## src/hdl/afr_consts.vh

```
// Register map, field positions and reset values of the fault report control
// How it works
// - Report block bit 7 hides overtemp shutdown
// - Report block bit 6 hides digital undervoltage
// - Report block bit 5 hides digital overvoltage
// - Report block bit 4 hides clock fault
// - Report block bit 2 hides power supply range
// - Report block bit 1 hides output offset
// - Report block bit 0 hides overcurrent
// - Hold bit 7 latches current limit error
// - Hold bit 6 latches current limit warning
// - Hold bit 5 latches clock error
// - Hold bit 4 latches overtemp shutdown
// - Hold bit 3 latches overtemp warning
// - Hold register bit 2 hides overtemp warning
// - Hold register bit 1 hides limit warning
// - Hold register bit 0 hides limit error
// - Misc bit 7 latches clock detect status
// - Misc bit 4 enables overtemp self recovery
// - Clear bit 7 write one clears faults
// - Latched flags stay set until cleared
// - Unmasked faults drive the fault output
// - Clock fault tristates outputs, recovers itself
`ifndef AFR_CONSTS_VH
`define AFR_CONSTS_VH

// Byte addresses of the registers
`define AFR_ADDR_REPORT_MASK  8'h74
`define AFR_ADDR_HOLD_MASK    8'h75
`define AFR_ADDR_MISC         8'h76
`define AFR_ADDR_LIMIT        8'h77
`define AFR_ADDR_CLEAR        8'h78
`define AFR_ADDR_STATUS       8'h79

// Reset values
`define AFR_RST_REPORT_MASK   8'h00
`define AFR_RST_HOLD_MASK     8'hf8
`define AFR_RST_MISC          8'h00
`define AFR_RST_LIMIT         8'h00

// Writable bits of the report mask (bit 3 reserved, reads zero)
`define AFR_REPORT_MASK_WR    8'hf7

// Report mask fields
`define AFR_B_OVERTEMP_SHUTDOWN            7
`define AFR_B_DUV             6
`define AFR_B_DOV             5
`define AFR_B_CLK             4
`define AFR_B_PSR             2
`define AFR_B_DC              1
`define AFR_B_OC              0

// Hold and warning mask fields
`define AFR_B_CLE_HOLD        7
`define AFR_B_CLW_HOLD        6
`define AFR_B_CLK_HOLD        5
`define AFR_B_OVERTEMP_SHUTDOWN_HOLD       4
`define AFR_B_OTW_HOLD        3
`define AFR_B_OTW_BLK         2
`define AFR_B_CLW_BLK         1
`define AFR_B_CLE_BLK         0

// Misc and limit control fields
`define AFR_B_DET_HOLD        7
`define AFR_B_AUTO_REC        4
`define AFR_B_LIM_FUNC        2
`define AFR_B_LIM_WARN        1
`define AFR_B_LIM_ERR         0

// Clear register field
`define AFR_B_CLEAR           7

// Status register fields (event index order)
`define AFR_S_OC              0
`define AFR_S_DC              1
`define AFR_S_PSR             2
`define AFR_S_CLK             3
`define AFR_S_DOV             4
`define AFR_S_DUV             5
`define AFR_S_OVERTEMP_SHUTDOWN            6
`define AFR_S_OTW             7
`define AFR_S_CLW             8
`define AFR_S_CLE             9
`define AFR_NUM_EV            10

`endif

```

## src/hdl/afr_fault_report.v

```verilog
// Fault report control with an Avalon-MM register slave
`include "afr_consts.vh"

module afr_fault_report (
   // Clock and reset
   input  wire        ref_clk,
   input  wire        rst_b,
   // Avalon-MM slave
   input  wire [7:0]  avs_address,
   input  wire        avs_read,
   input  wire        avs_write,
   input  wire [31:0] avs_writedata,
   input  wire [3:0]  avs_byteenable,
   output reg  [31:0] avs_readdata,
   output reg         avs_waitrequest,
   // Raw detector levels from the analog side
   input  wire        det_overcurrent,
   input  wire        det_output_offset,
   input  wire        det_power_supply_range,
   input  wire        det_clock_error,
   input  wire        det_digital_supply_over,
   input  wire        det_digital_supply_under,
   input  wire        det_overtemp_shutdown,
   input  wire        det_overtemp_warning,
   input  wire        det_current_limit_warning,
   input  wire        det_current_limit_error,
   input  wire        det_clock_detect,
   // Outputs to pin and power stage
   output reg         fault_report_b,
   output reg         power_stage_hiz,
   output reg         clock_detect_status,
   output reg         overtemp_self_recovery_on,
   output reg         current_limit_function_on,
   output reg         current_limit_warning_on,
   output reg         current_limit_error_on,
   output reg         analog_fault_clear
);

   localparam NEV = `AFR_NUM_EV;

   // Overview of the data flow
   // Each detector level passes two flip-flops before any logic reads it.
   // The synchronised level sets its flag on every clock edge it is high.
   // A flag whose hold enable is low simply follows the detector.
   // A flag whose hold enable is high stays set until a clear write.
   // Supply, offset and overcurrent flags have no enable and always hold.
   // When a clear write meets a live detector the set wins, so a fault
   // that is still present can never be lost by an early clear.
   // The report blocks gate only the fault pin, never the flags, so
   // software can still read a blocked fault in the status register.
   // The fault pin is active low and falls while any shown flag is set.
   // The power stage goes high impedance while the clock error is live;
   // it is not latched, so the stage returns as soon as the clock is back.
   // The clock detect status is either live or held, per the misc bit;
   // a held status is dropped by the same clear write as the flags.
   // The clear bit is never stored; it leaves a one cycle pulse on
   // the analog clear output and reads back as zero.
   // Bus timing: a request is taken on the edge where read or write is
   // high and no answer is pending; waitrequest is low in the next
   // cycle only, with read data registered at the taking edge.
   // A write needs byte lane 0 enabled; other lanes are ignored.
   // Unmapped addresses read zero and ignore writes.
   // Latency from a detector edge to the fault pin is four clock edges.
   // Hazard: a detector pulse shorter than one clock may be missed.

   // Registers
   reg  [7:0]     report_mask_q;
   reg  [7:0]     hold_mask_q;
   reg  [7:0]     misc_q;
   reg  [7:0]     limit_q;
   reg  [NEV-1:0] flags_q;
   reg  [NEV-1:0] sync1_q;
   reg  [NEV-1:0] sync2_q;
   reg            det1_q;
   reg            det2_q;
   reg            det_held_q;
   reg            answered_q;

   // Combinational terms
   wire [NEV-1:0] raw_ev;
   wire [NEV-1:0] hold_en;
   wire [NEV-1:0] blocked;
   wire [NEV-1:0] shown;
   wire           wr_hit;
   wire           clr_hit;
   wire           access;
   wire           wr_report;
   wire           wr_hold;
   wire           wr_misc;
   wire           wr_limit;
   reg  [31:0]    rd_d;

   // Byte 0 write strobe for a given address
   function wr_sel;
      input [7:0] a;
      begin
         wr_sel = avs_write & ~answered_q & avs_byteenable[0] &
                  (avs_address == a);
      end
   endfunction

   assign raw_ev = {det_current_limit_error, det_current_limit_warning,
                    det_overtemp_warning, det_overtemp_shutdown,
                    det_digital_supply_under, det_digital_supply_over,
                    det_clock_error, det_power_supply_range,
                    det_output_offset, det_overcurrent};

   // Per event hold enables; supply, offset and overcurrent always latch
   assign hold_en = {hold_mask_q[`AFR_B_CLE_HOLD],
                     hold_mask_q[`AFR_B_CLW_HOLD],
                     hold_mask_q[`AFR_B_OTW_HOLD],
                     hold_mask_q[`AFR_B_OVERTEMP_SHUTDOWN_HOLD],
                     1'b1, 1'b1,
                     hold_mask_q[`AFR_B_CLK_HOLD],
                     1'b1, 1'b1, 1'b1};

   // Per event report blocks
   assign blocked = {hold_mask_q[`AFR_B_CLE_BLK],
                     hold_mask_q[`AFR_B_CLW_BLK],
                     hold_mask_q[`AFR_B_OTW_BLK],
                     report_mask_q[`AFR_B_OVERTEMP_SHUTDOWN],
                     report_mask_q[`AFR_B_DUV],
                     report_mask_q[`AFR_B_DOV],
                     report_mask_q[`AFR_B_CLK],
                     report_mask_q[`AFR_B_PSR],
                     report_mask_q[`AFR_B_DC],
                     report_mask_q[`AFR_B_OC]};

   assign shown   = flags_q & ~blocked;
   assign access  = (avs_read | avs_write) & ~answered_q;
   assign wr_hit  = avs_write & ~answered_q;
   assign clr_hit = wr_sel(`AFR_ADDR_CLEAR) &
                    avs_writedata[`AFR_B_CLEAR];

   // Write strobes of the control registers
   assign wr_report = wr_sel(`AFR_ADDR_REPORT_MASK);
   assign wr_hold   = wr_sel(`AFR_ADDR_HOLD_MASK);
   assign wr_misc   = wr_sel(`AFR_ADDR_MISC);
   assign wr_limit  = wr_sel(`AFR_ADDR_LIMIT);

   // Fault detector synchronisers
   always @(posedge ref_clk) begin
      if (!rst_b) begin
         sync1_q <= {NEV{1'b0}};
         sync2_q <= {NEV{1'b0}};
      end else begin
         sync1_q <= raw_ev;
         sync2_q <= sync1_q;
      end
   end

   // Clock detect synchroniser
   always @(posedge ref_clk) begin
      if (!rst_b) begin
         det1_q <= 1'b0;
         det2_q <= 1'b0;
      end else begin
         det1_q <= det_clock_detect;
         det2_q <= det1_q;
      end
   end

   // Next value of one flag: a live event sets it, a held flag
   // survives unless a clear is written; set beats clear
   function flag_next;
      input integer i;
      begin
         flag_next = sync2_q[i] | (flags_q[i] & hold_en[i] & ~clr_hit);
      end
   endfunction

   // Overcurrent flag, always held
   always @(posedge ref_clk) begin
      if (!rst_b) begin
         flags_q[`AFR_S_OC] <= 1'b0;
      end else begin
         flags_q[`AFR_S_OC] <= flag_next(`AFR_S_OC);
      end
   end

   // Output offset flag, always held
   always @(posedge ref_clk) begin
      if (!rst_b) begin
         flags_q[`AFR_S_DC] <= 1'b0;
      end else begin
         flags_q[`AFR_S_DC] <= flag_next(`AFR_S_DC);
      end
   end

   // Power supply range flag, always held
   always @(posedge ref_clk) begin
      if (!rst_b) begin
         flags_q[`AFR_S_PSR] <= 1'b0;
      end else begin
         flags_q[`AFR_S_PSR] <= flag_next(`AFR_S_PSR);
      end
   end

   // Clock error flag, held when enabled
   always @(posedge ref_clk) begin
      if (!rst_b) begin
         flags_q[`AFR_S_CLK] <= 1'b0;
      end else begin
         flags_q[`AFR_S_CLK] <= flag_next(`AFR_S_CLK);
      end
   end

   // Digital supply over flag, always held
   always @(posedge ref_clk) begin
      if (!rst_b) begin
         flags_q[`AFR_S_DOV] <= 1'b0;
      end else begin
         flags_q[`AFR_S_DOV] <= flag_next(`AFR_S_DOV);
      end
   end

   // Digital supply under flag, always held
   always @(posedge ref_clk) begin
      if (!rst_b) begin
         flags_q[`AFR_S_DUV] <= 1'b0;
      end else begin
         flags_q[`AFR_S_DUV] <= flag_next(`AFR_S_DUV);
      end
   end

   // Overtemp shutdown flag, held when enabled
   always @(posedge ref_clk) begin
      if (!rst_b) begin
         flags_q[`AFR_S_OVERTEMP_SHUTDOWN] <= 1'b0;
      end else begin
         flags_q[`AFR_S_OVERTEMP_SHUTDOWN] <= flag_next(`AFR_S_OVERTEMP_SHUTDOWN);
      end
   end

   // Overtemp warning flag, held when enabled
   always @(posedge ref_clk) begin
      if (!rst_b) begin
         flags_q[`AFR_S_OTW] <= 1'b0;
      end else begin
         flags_q[`AFR_S_OTW] <= flag_next(`AFR_S_OTW);
      end
   end

   // Current limit warning flag, held when enabled
   always @(posedge ref_clk) begin
      if (!rst_b) begin
         flags_q[`AFR_S_CLW] <= 1'b0;
      end else begin
         flags_q[`AFR_S_CLW] <= flag_next(`AFR_S_CLW);
      end
   end

   // Current limit error flag, held when enabled
   always @(posedge ref_clk) begin
      if (!rst_b) begin
         flags_q[`AFR_S_CLE] <= 1'b0;
      end else begin
         flags_q[`AFR_S_CLE] <= flag_next(`AFR_S_CLE);
      end
   end

   // Clock detect status, held or live
   always @(posedge ref_clk) begin
      if (!rst_b) begin
         det_held_q <= 1'b0;
      end else if (misc_q[`AFR_B_DET_HOLD]) begin
         det_held_q <= det2_q | (det_held_q & ~clr_hit);
      end else begin
         det_held_q <= det2_q;
      end
   end

   // Report mask; the reserved bit stays zero
   always @(posedge ref_clk) begin
      if (!rst_b) begin
         report_mask_q <= `AFR_RST_REPORT_MASK;
      end else if (wr_report) begin
         report_mask_q <= avs_writedata[7:0] & `AFR_REPORT_MASK_WR;
      end
   end

   // Hold enables and warning blocks
   always @(posedge ref_clk) begin
      if (!rst_b) begin
         hold_mask_q <= `AFR_RST_HOLD_MASK;
      end else if (wr_hold) begin
         hold_mask_q <= avs_writedata[7:0];
      end
   end

   // Miscellaneous control
   always @(posedge ref_clk) begin
      if (!rst_b) begin
         misc_q <= `AFR_RST_MISC;
      end else if (wr_misc) begin
         misc_q <= avs_writedata[7:0];
      end
   end

   // Current limit control
   always @(posedge ref_clk) begin
      if (!rst_b) begin
         limit_q <= `AFR_RST_LIMIT;
      end else if (wr_limit) begin
         limit_q <= avs_writedata[7:0];
      end
   end

   // Read multiplexer; unmapped addresses read zero
   always @* begin
      rd_d = 32'h00000000;
      case (avs_address)
         `AFR_ADDR_REPORT_MASK: rd_d[7:0] = report_mask_q;
         `AFR_ADDR_HOLD_MASK:   rd_d[7:0] = hold_mask_q;
         `AFR_ADDR_MISC:        rd_d[7:0] = misc_q;
         `AFR_ADDR_LIMIT:       rd_d[7:0] = limit_q;
         `AFR_ADDR_CLEAR:       rd_d[7:0] = 8'h00;
         `AFR_ADDR_STATUS:      rd_d[NEV-1:0] = flags_q;
         default:               rd_d = 32'h00000000;
      endcase
   end

   // Bus answer: one wait cycle, then waitrequest low for one cycle
   always @(posedge ref_clk) begin
      if (!rst_b) begin
         answered_q      <= 1'b0;
         avs_waitrequest <= 1'b1;
      end else begin
         answered_q      <= access;
         avs_waitrequest <= ~access;
      end
   end

   // Read data captured at the taking edge, kept until the next answer
   always @(posedge ref_clk) begin
      if (!rst_b) begin
         avs_readdata <= 32'h00000000;
      end else if (access) begin
         avs_readdata <= rd_d;
      end
   end

   // Fault pin, power stage and clock detect status
   always @(posedge ref_clk) begin
      if (!rst_b) begin
         fault_report_b      <= 1'b1;
         power_stage_hiz     <= 1'b0;
         clock_detect_status <= 1'b0;
      end else begin
         fault_report_b      <= ~(|shown);
         power_stage_hiz     <= sync2_q[`AFR_S_CLK];
         clock_detect_status <= det_held_q;
      end
   end

   // Control copies and clear pulse
   always @(posedge ref_clk) begin
      if (!rst_b) begin
         overtemp_self_recovery_on <= 1'b0;
         current_limit_function_on <= 1'b0;
         current_limit_warning_on  <= 1'b0;
         current_limit_error_on    <= 1'b0;
         analog_fault_clear        <= 1'b0;
      end else begin
         overtemp_self_recovery_on <= misc_q[`AFR_B_AUTO_REC];
         current_limit_function_on <= limit_q[`AFR_B_LIM_FUNC];
         current_limit_warning_on  <= limit_q[`AFR_B_LIM_WARN];
         current_limit_error_on    <= limit_q[`AFR_B_LIM_ERR];
         analog_fault_clear        <= clr_hit;
      end
   end

endmodule

```

## config.mk

```make
export PLATFORM = sky130hd
export DESIGN_NAME = afr_fault_report
export DESIGN_NICKNAME = d
export VERILOG_FILES = /design/src/hdl/afr_fault_report.v
export VERILOG_INCLUDE_DIRS = /design/src /design/src/hdl
export SDC_FILE = /design/constraint.sdc
export NUM_CORES = 1
export LEC_CHECK = 0
export ABC_CLOCK_PERIOD_IN_PS = 2000
export BUFFER_PORTS_ARGS = -buffer_cell sky130_fd_sc_hd__buf_2
export CORE_MARGIN = 2
export CORE_UTILIZATION = 51
export CTS_CLUSTER_DIAMETER = 120
export DETAILED_ROUTE_END_ITERATION = 7
export PLACE_DENSITY = 0.89
export SLEW_MARGIN = 10
export SYNTH_ARGS = -nofsm -noshare
export SYNTH_HDL_FRONTEND = slang
export SYNTH_SLANG_ARGS = --single-unit
export TNS_END_PERCENT = 50
```

## constraint.sdc

```tcl
create_clock -name ref_clk -period 2 [get_ports ref_clk]
set_input_delay 0.4 -clock ref_clk [delete_from_list [all_inputs] [get_ports ref_clk]]
set_output_delay 0.4 -clock ref_clk [all_outputs]
set_load 0.05 [all_outputs]
```

==> results of run 1 <==
==> power groups by stage <==
| stage | Clock (mW) | Combinational [mW] | Sequential [mW] |
|---|---|---|---|
| finish | 1.20 | 0.299 | 1.73 |
| CTS | 1.22 | 0.298 | 1.73 |
| detailed placement | 0 | 0.297 | 1.77 |
| global placement | 0 | 0.291 | 1.77 |
| global route | 1.30 | 0.321 | 1.73 |
| floorplan | 0 | 0.241 | 1.78 |
==> cell type report <==
type | count | share of cell area, %
Clock buffer | 10 | 3.42
Clock inverter | 6 | 1.91
Inverter | 15 | 1.51
Multi-Input combinational cell | 210 | 36.5
Sequential cell | 84 | 45.1
Tap cell | 77 | 2.58
Timing Repair Buffer | 60 | 9.05
==> worst register-to-register path: cells and delay by family, from the launching register on <==
family        cells  cell delay, ns
simple gates      3            0.51
flops             1            0.33
buf+inv           1            0.26
mux               1            0.20
==> logic make-up (layout without fill, tap and decap cells) <==
kind of cell,after synthesis,count (layout),share of synthesized area [%]
other cells,1,22,0.115
mux,28,28,8.97
buf+inv,53,91,9.16
simple gates,99,99,18.1
flops,84,84,51.5
compound gates,61,61,12.2
==> worst paths after layout <==
path	slack (ns)	startpoint	end	cells after the start
worst max-delay path	0.53	avs_address[0]	avs_readdata[4]$_SDFFE_PN0P_	6
worst min-delay path	0.24	det_overcurrent	sync1_q[0]$_SDFF_PN0_	2
worst max register to register	0.59	answered_q$_SDFF_PN0_	hold_mask_q[6]$_SDFFE_PN1P_	5
worst min register to register	0.44	sync1_q[4]$_SDFF_PN0_	sync2_q[4]$_SDFF_PN0_	1
==> cell usage in the layout, fill, tap and decap left out, types with 3 or more instances in the layout <==
cell,n
a21oi_1,7
nor2_1,14
a32o_1,7
dfxtp_1,84
clkbuf_8,9
nand2_1,23
a22o_1,5
mux2i_1,27
o21ai_0,23
buf_2,50
conb_1,22
nand3_1,16
nand2b_1,3
buf_4,9
and2_1,29
o22ai_1,10
inv_1,15
==> routing by layer <==
metal	vias up	wire [um]	track usage, %
met5	-	0	0
met4	0	115	7.04
met3	11	406	6.82
met2	87	3270	31.2
met1	1106	2800	23.8
li1	1188	-	-
==> sequential cells by signal, summed over array words and instances (netlist names), 7 cells and up <==
signal / flops
hold_mask_q: 8
report_mask_q: 7
flags_q: 10
limit_q: 8
misc_q: 8
sync2_q: 10
sync1_q: 10
avs_readdata: 10
==> metrics by stage <==
stage	util (%)	setup slack [ns]	instance area (sq um)	instances	hold slack [ns]
floorplan	-	0.374	3340	347	0.412
global placement	56.3	0.186	3530	446	0.415
detailed placement	56.3	0.116	3530	446	0.419
CTS	59.5	0.533	3730	462	0.236
global route	59.5	0.392	3730	462	0.225
finish	59.5	0.534	3730	462	0.244
==> impl_metrics.toml, run 1 <==
[worst_setup_path]
arrival_ns = 1.75
crit_buf_inv = 2
crit_required_ns = 2.28
path_cells = "buf_2, nand2b_4, nor2_1, o21ai_0, buf_4, o21ai_0"
slowest_stage = "nor2_1"
critPathMaxStageDelay_ns = 0.48
critPathKind = "in2reg"
critPathMaxFanout = 10
critPathCaptureType = "flop"
critPathLaunchType = "primary input"
crit_top_cell = "o21ai_0"
cpLargestDelayFamily = "simple AND/OR/NAND/NOR gates"

[drt]
vias_per_cell = 5.18
postRouteWirelength_mm = 6.60
vias = 2392
dr.pass1.iters = 5
antenna_left = 0
drt_iter0_markers = 205
routedWlPerCell_um = 14.3
route.detailed.drc = 0

[placement]
dp_hpwl_mm = 4.64
io_buffers = 50
place.gp.congestion = 0.827

[synth]
synth_edf_count = 0
seq_area_frac_synth_pct = 51.5
synth_flop_cell = "dfxtp_1"
synthCells = 326
synth.most_common_cell = "dfxtp_1"
ys_ff_latch = 84
yosysWarnings = 0
ys_types = 40
async_flop_share_pct = 0
yosys-top-cells-area = "dfxtp_1, mux2i_1, and2_1"
synthesis.area_sq_um = 3260
synth_commonest_cells = "dfxtp_1, and2_1, mux2i_1"
synth.avg_cell_area_sq_um = 10.0
synth_top_area_share_pct = 51.5
synth_top_cell_by_area = "dfxtp_1"

[timing]
relSlewSlack_pct = 59.3
skew_ns = 0.0116
setup_viol = 0
slew_viol_final = 0
max_freq_mhz = 682
tightestPinTransition_ns = 0.608
min_period_ns = 1.47
period_share_pct = 73.3
rsz0062_at_grt = "false"
finalHoldViolations = 0
tns_ns = 0

[floorplan]
initial_core_util_pct = 52.0
io_pins = 100
die_height_um = 84.0
die_width_um = 84.0
core.rowCount = 29
dieArea_sq_um = 7050
core_sq_um = 6280

[global_routing]
grt_pass1_wl_mm = 10.6
gr-total-overflow = 0
antenna_found_initial = 0
grtUsageTotal_pct = 19.3
grt_pass1_vias = 2260
grt_max_degree = 68

[layout]
syn_to_final_growth_pct = 14.4
multi_input_area_sq_um = 1360
layout-drive-gt1-share_pct = 21.8
layout.area.seq_sq_um = 1680
diodes = 0
fin_nets = 439
fill_cells = 516

[power]
clockPowerShare_pct = 37.2
p_switching_mw = 0.843
p_total_mw = 3.23
seqPwrFrac_pct = 53.6
ir_drop_v = 0.000605
power_density_nw_per_um2 = 865
comb_power_share_pct = 9.3
p_leak_nw = 1.57
p_int_mw = 2.38
p_sw_share_pct = 26.1

[clock_network]
ctsHoldBuffers = 0
path_clk_slew_ns = 0.09
clk_latency_ns = 0.35
htreeDepth = 3
cts_sinks = 84
post-cts-setup-buffers = 0
cts_root_buf = "clkbuf_8"
tritoncts = "done"
numCtsBuffers = 9
clk_path_buf_depth = 2
post_cts_resized = 0

[hold_path]
min_path_type = "in2reg"

[flow_run]
drv_cap = 0

[run_status]
status = "complete, no violations"
Power figures use the tool's default switching activity.
==> run 2, diff against run 1 <==
Settings changed: ABC_CLOCK_PERIOD_IN_PS 2000 to 1200, CORE_UTILIZATION 51 to 46, PLACE_DENSITY 0.89 to 0.86.
Clock period 2 ns to 1.2 ns, I/O delays scaled along.
==> run 2 against run 1 <==
  * The flow now finishes with violations (setup timing)
  * Clock skew grew 0.0022 ns
  * Combinational power grew 95%
  * Via count grew 5.8%
  * Clock power grew 49%
  * Worst setup slack lost 0.80 ns
  * Sequential share of layout area shrank 3.4 points
  * First-iteration DRC count shrank 2.9%
  * Largest cell class unchanged
==> impl_metrics.toml, run 2 (same netlist as run 1, synthesis figures left out) <==
[run_status]
status = "finished, violations left"
violations = "setup timing"

[drt]
drt_iter0_markers = 199
routedWlPerCell_um = 14.7
vias_per_cell = 5.04
antenna_left = 0
vias = 2530
route.detailed.drc = 0
postRouteWirelength_mm = 7.40
dr.pass1.iters = 4

[global_routing]
grtUsageTotal_pct = 19.8
grt_pass1_vias = 2429
gr-total-overflow = 0
antenna_found_initial = 0
grt_pass1_wl_mm = 11.7
grt_max_degree = 55

[power]
comb_power_share_pct = 11.1
p_sw_share_pct = 26.5
p_int_mw = 3.86
p_total_mw = 5.26
ir_drop_v = 0.000836
p_leak_nw = 1.69
clockPowerShare_pct = 34.1
power_density_nw_per_um2 = 1300
seqPwrFrac_pct = 54.8
p_switching_mw = 1.39

[layout]
final_cell_count_no_fill = 502
layout-drive-gt1-share_pct = 27.8
fin_nets = 460
layout_commonest_cell = "dfxtp_1"
diodes = 0
mostFrequentLayoutCells = "dfxtp_1, buf_2, buf_4"
fin_area_sq_um = 4040
syn_to_final_growth_pct = 23.8
fill_cells = 574

[worst_setup_path]
crit_required_ns = 1.44
critPathLaunchType = "flop"
critPathCaptureType = "flop"
critPathMaxFanout = 9
arrival_ns = 1.71
critPathKind = "reg2reg"

[placement]
pre_cts_slack_ns = -0.295
io_buffers = 50
dpl_cell_area_sq_um = 3730
dp_cells = 482
dp_hpwl_mm = 5.15
place.gp.congestion = 0.852

[floorplan]
dieArea_sq_um = 7780
die_width_um = 88.2
die_height_um = 88.2
core_sq_um = 6830
initial_core_util_pct = 47.8
core.rowCount = 30
io_pins = 100

[timing]
relSlewSlack_pct = 65.9
period_share_pct = 122
skew_ns = 0.0138
worst_slack_ns = -0.265
finalHoldViolations = 0
max_freq_mhz = 682
slew_viol_final = 0
tightestPinTransition_ns = 0.505
min_period_ns = 1.47
setup_viol = 52
rsz0062_at_grt = "true"

[flow_run]
drv_cap = 0

[clock_network]
ctsHoldBuffers = 0
clk_path_buf_depth = 2
path_clk_slew_ns = 0.08
tritoncts = "done"
cts_root_buf = "clkbuf_8"
clk_latency_ns = 0.36
cts_sinks = 84
numCtsBuffers = 9
htreeDepth = 3

[hold_path]
min_path_type = "in2reg"
[run 2: path summary, 6_finish.rpt]
check	startpoint	endpoint	slack, ns	cells after the start
hold reg to reg	sync1_q[8]$_SDFF_PN0_	sync2_q[8]$_SDFF_PN0_	0.44	1
setup / recovery	answered_q$_SDFF_PN0_	hold_mask_q[5]$_SDFFE_PN1P_	-0.27	6
hold / removal	det_output_offset	sync1_q[1]$_SDFF_PN0_	0.08	2
setup reg to reg	answered_q$_SDFF_PN0_	hold_mask_q[5]$_SDFFE_PN1P_	-0.27	6
[run 2: metrics by stage]
stage          util, %  hold WS (ns)  setup TNS (ns)
5_1_grt           59.2        0.0798           -9.78
3_3_place_gp      54.6         0.417           -9.02
2_1_floorplan        -         0.367           -6.90
3_5_place_dp      54.6         0.417          -10.64
4_1_cts           58.6        0.0698           -4.52
6_report          59.2        0.0790           -6.87
[run 2: metal layers]
| metal | wire length (um) | track usage, % | vias to the layer above |
|---|---|---|---|
| li1 | - | - | 1237 |
| met1 | 3040 | 24.2 | 1174 |
| met2 | 3730 | 33.2 | 102 |
| met3 | 476 | 4.66 | 17 |
| met4 | 153 | 9.09 | 0 |
| met5 | 0 | 0 | - |
[run 2: final cells by class]
cell class | instances | area [sq um] | share of cell area (%)
tap | 96 | 120 | 2.97
sequential | 84 | 1680 | 41.6
timing repair buffer | 81 | 577 | 14.3
multi-input combinational | 210 | 1430 | 35.4
clock inverter | 5 | 35.0 | 0.867
inverter | 15 | 56.3 | 1.39
clock buffer | 11 | 141 | 3.50
[run 2: power groups by stage]
stage / sequential, mW / clock, mW / combinational (mW)
floorplan: 2.97 / 0 / 0.408
global placement: 2.94 / 0 / 0.533
detailed placement: 2.95 / 0 / 0.545
CTS: 2.88 / 1.82 / 0.568
global route: 2.89 / 1.93 / 0.624
finish: 2.88 / 1.79 / 0.584
[run 2: critical path, cell delays in order, from the launching register on]
cell and delay (ns):
dfxtp_2 0.33, nand3b_1 0.20, buf_4 0.18, nor4_4 0.18, buf_12 0.18, mux2i_1 0.21, nand2_1 0.07
[run 2: what timing repair did]
action / CTS / global route
buffers inserted: 2 / 1
gates resized for setup: 39 / 11
setup endpoints to repair: 59 / 55
gates cloned: 1 / 0
pin swaps: 11 / 9
==> run 3, diff against run 2 <==
Settings changed: CORE_UTILIZATION 46 to 48, CTS_BUF_LIST set to sky130_fd_sc_hd__clkbuf_8, PLACE_DENSITY 0.86 to 0.88.
==> run 3 against run 2 <==
  * The flow still finishes with violations (setup timing)
  * Sequential share of layout area grew 0.59 points
  * Critical path type unchanged
  * Hold slack worse by 0.0025 ns
  * Combinational power decreased by 4.3%
  * Utilization is 0.49 points higher
  * Maximum frequency up 6.6%
  * Count of clock-buffer cells in the layout fell by 2
  * Largest power group unchanged
  * Critical path depth down 1
  * First-iteration DRC count is 21% higher
  * Cell area fell by 1.4%
  * Final cell count decreased by 4.2%
  * Die area fell by 4.0%
==> impl_metrics.toml, run 3 (same netlist as run 1, synthesis figures left out) <==
[run_status]
status = "finished, violations left"
violations = "setup timing"

[drt]
dr.pass1.iters = 6
postRouteWirelength_mm = 7.11
antenna_left = 0
drt_iter0_markers = 240
route.detailed.drc = 0
vias_per_cell = 5.27
vias = 2535
routedWlPerCell_um = 14.8

[floorplan]
core.rowCount = 30
io_pins = 100
core_sq_um = 6680
die_height_um = 86.5
die_width_um = 86.5
dieArea_sq_um = 7470
initial_core_util_pct = 48.8

[worst_setup_path]
critPathLaunchType = "flop"
critPathMaxFanout = 9
critPathKind = "reg2reg"
ff2ff_path_depth = 5
crit_required_ns = 1.44
critPathCaptureType = "flop"
arrival_ns = 1.62

[power]
p_sw_share_pct = 27.9
comb_power_share_pct = 10.6
p_switching_mw = 1.48
ir_drop_v = 0.00101
power_density_nw_per_um2 = 1330
p_int_mw = 3.81
seqPwrFrac_pct = 54.4
p_total_mw = 5.29
clockPowerShare_pct = 35.0
p_leak_nw = 1.67

[timing]
skew_ns = 0.00939
setup_viol = 49
slew_viol_final = 0
rsz0062_at_grt = "true"
max_freq_mhz = 727
worst_slack_ns = -0.175
period_share_pct = 115
min_period_ns = 1.37
finalHoldViolations = 0
hold-worst-slack_ns = 0.0765

[placement]
io_buffers = 50
dp_cells = 463
place.gp.congestion = 0.850
dpl_cell_area_sq_um = 3680
dp_hpwl_mm = 4.91

[global_routing]
grtUsageTotal_pct = 19.3
grt_pass1_vias = 2390
grt_pass1_wl_mm = 11.2
grt_max_degree = 54
antenna_found_initial = 0
gr-total-overflow = 0

[layout]
diodes = 0
fin_nets = 455
layout-drive-gt1-share_pct = 27.9
syn_to_final_growth_pct = 22.1
layout_commonest_cell = "dfxtp_1"
fin_area_sq_um = 3990
mostFrequentLayoutCells = "dfxtp_1, buf_2, and2_1"
final_cell_count_no_fill = 481

[clock_network]
path_clk_slew_ns = 0.09
numCtsBuffers = 9
cts_root_buf = "clkbuf_8"
cts_sinks = 84
clk_path_buf_depth = 2
ctsHoldBuffers = 0
clk_latency_ns = 0.36
tritoncts = "done"
htreeDepth = 3

[hold_path]
min_path_type = "in2reg"
hold_depth = 2

[flow_run]
drv_cap = 0
## run 3: layout make-up
type,count,area [sq um]
fill,555,2700
sequential,84,1680
multi-input combinational,210,1410
timing repair buffer,76,553
clock buffer,9,124
tap,80,100
clock inverter,7,56.3
inverter,15,56.3
## run 3: path summary, 6_finish.rpt
check	from	endpoint	slack [ns]
worst max-delay path	answered_q$_SDFF_PN0_	hold_mask_q[6]$_SDFFE_PN1P_	-0.17
worst min-delay path	det_overcurrent	sync1_q[0]$_SDFF_PN0_	0.08
worst max register to register	answered_q$_SDFF_PN0_	hold_mask_q[6]$_SDFFE_PN1P_	-0.17
worst min register to register	sync1_q[2]$_SDFF_PN0_	sync2_q[2]$_SDFF_PN0_	0.44
## run 3: power groups by stage
stage / sequential, mW / clock, mW / combinational [mW]
finish: 2.88 / 1.85 / 0.559
global route: 2.89 / 2.03 / 0.599
CTS: 2.88 / 1.88 / 0.536
detailed placement: 2.94 / 0 / 0.532
global placement: 2.94 / 0 / 0.524
floorplan: 2.97 / 0 / 0.408
## run 3: metal layers
metal	GRT usage, %	share of wire, %	up-vias
met5	0	0	-
met4	8.10	2.9	0
met3	5.33	7.6	22
met2	32.3	49	111
met1	23.4	41	1170
li1	-	-	1232
## run 3: metrics by stage
step / worst slack, ns / util (%) / setup TNS, ns
finish: -0.175 / 59.6 / -4.53
floorplan: -0.262 / - / -6.90
CTS: -0.183 / 58.3 / -3.94
global route: -0.240 / 59.6 / -6.83
detailed placement: -0.286 / 55.1 / -10.30
global placement: -0.256 / 55.1 / -8.85
## run 3: timing repair
| item | CTS | global route |
|---|---|---|
| hold endpoints to repair | 0 | 0 |
| gates resized for setup | 13 | 42 |
| pin swaps | 0 | 10 |
| gates cloned | 0 | 1 |
| buffers inserted | 0 | 1 |
| setup endpoints to repair | 60 | 57 |
## run 3: critical path, stage by stage (launching register included)
cell and delay (ns):
dfxtp_2 0.33, nand3b_1 0.25, nor4_4 0.23, buf_12 0.18
mux2i_1 0.19, nand2_1 0.07
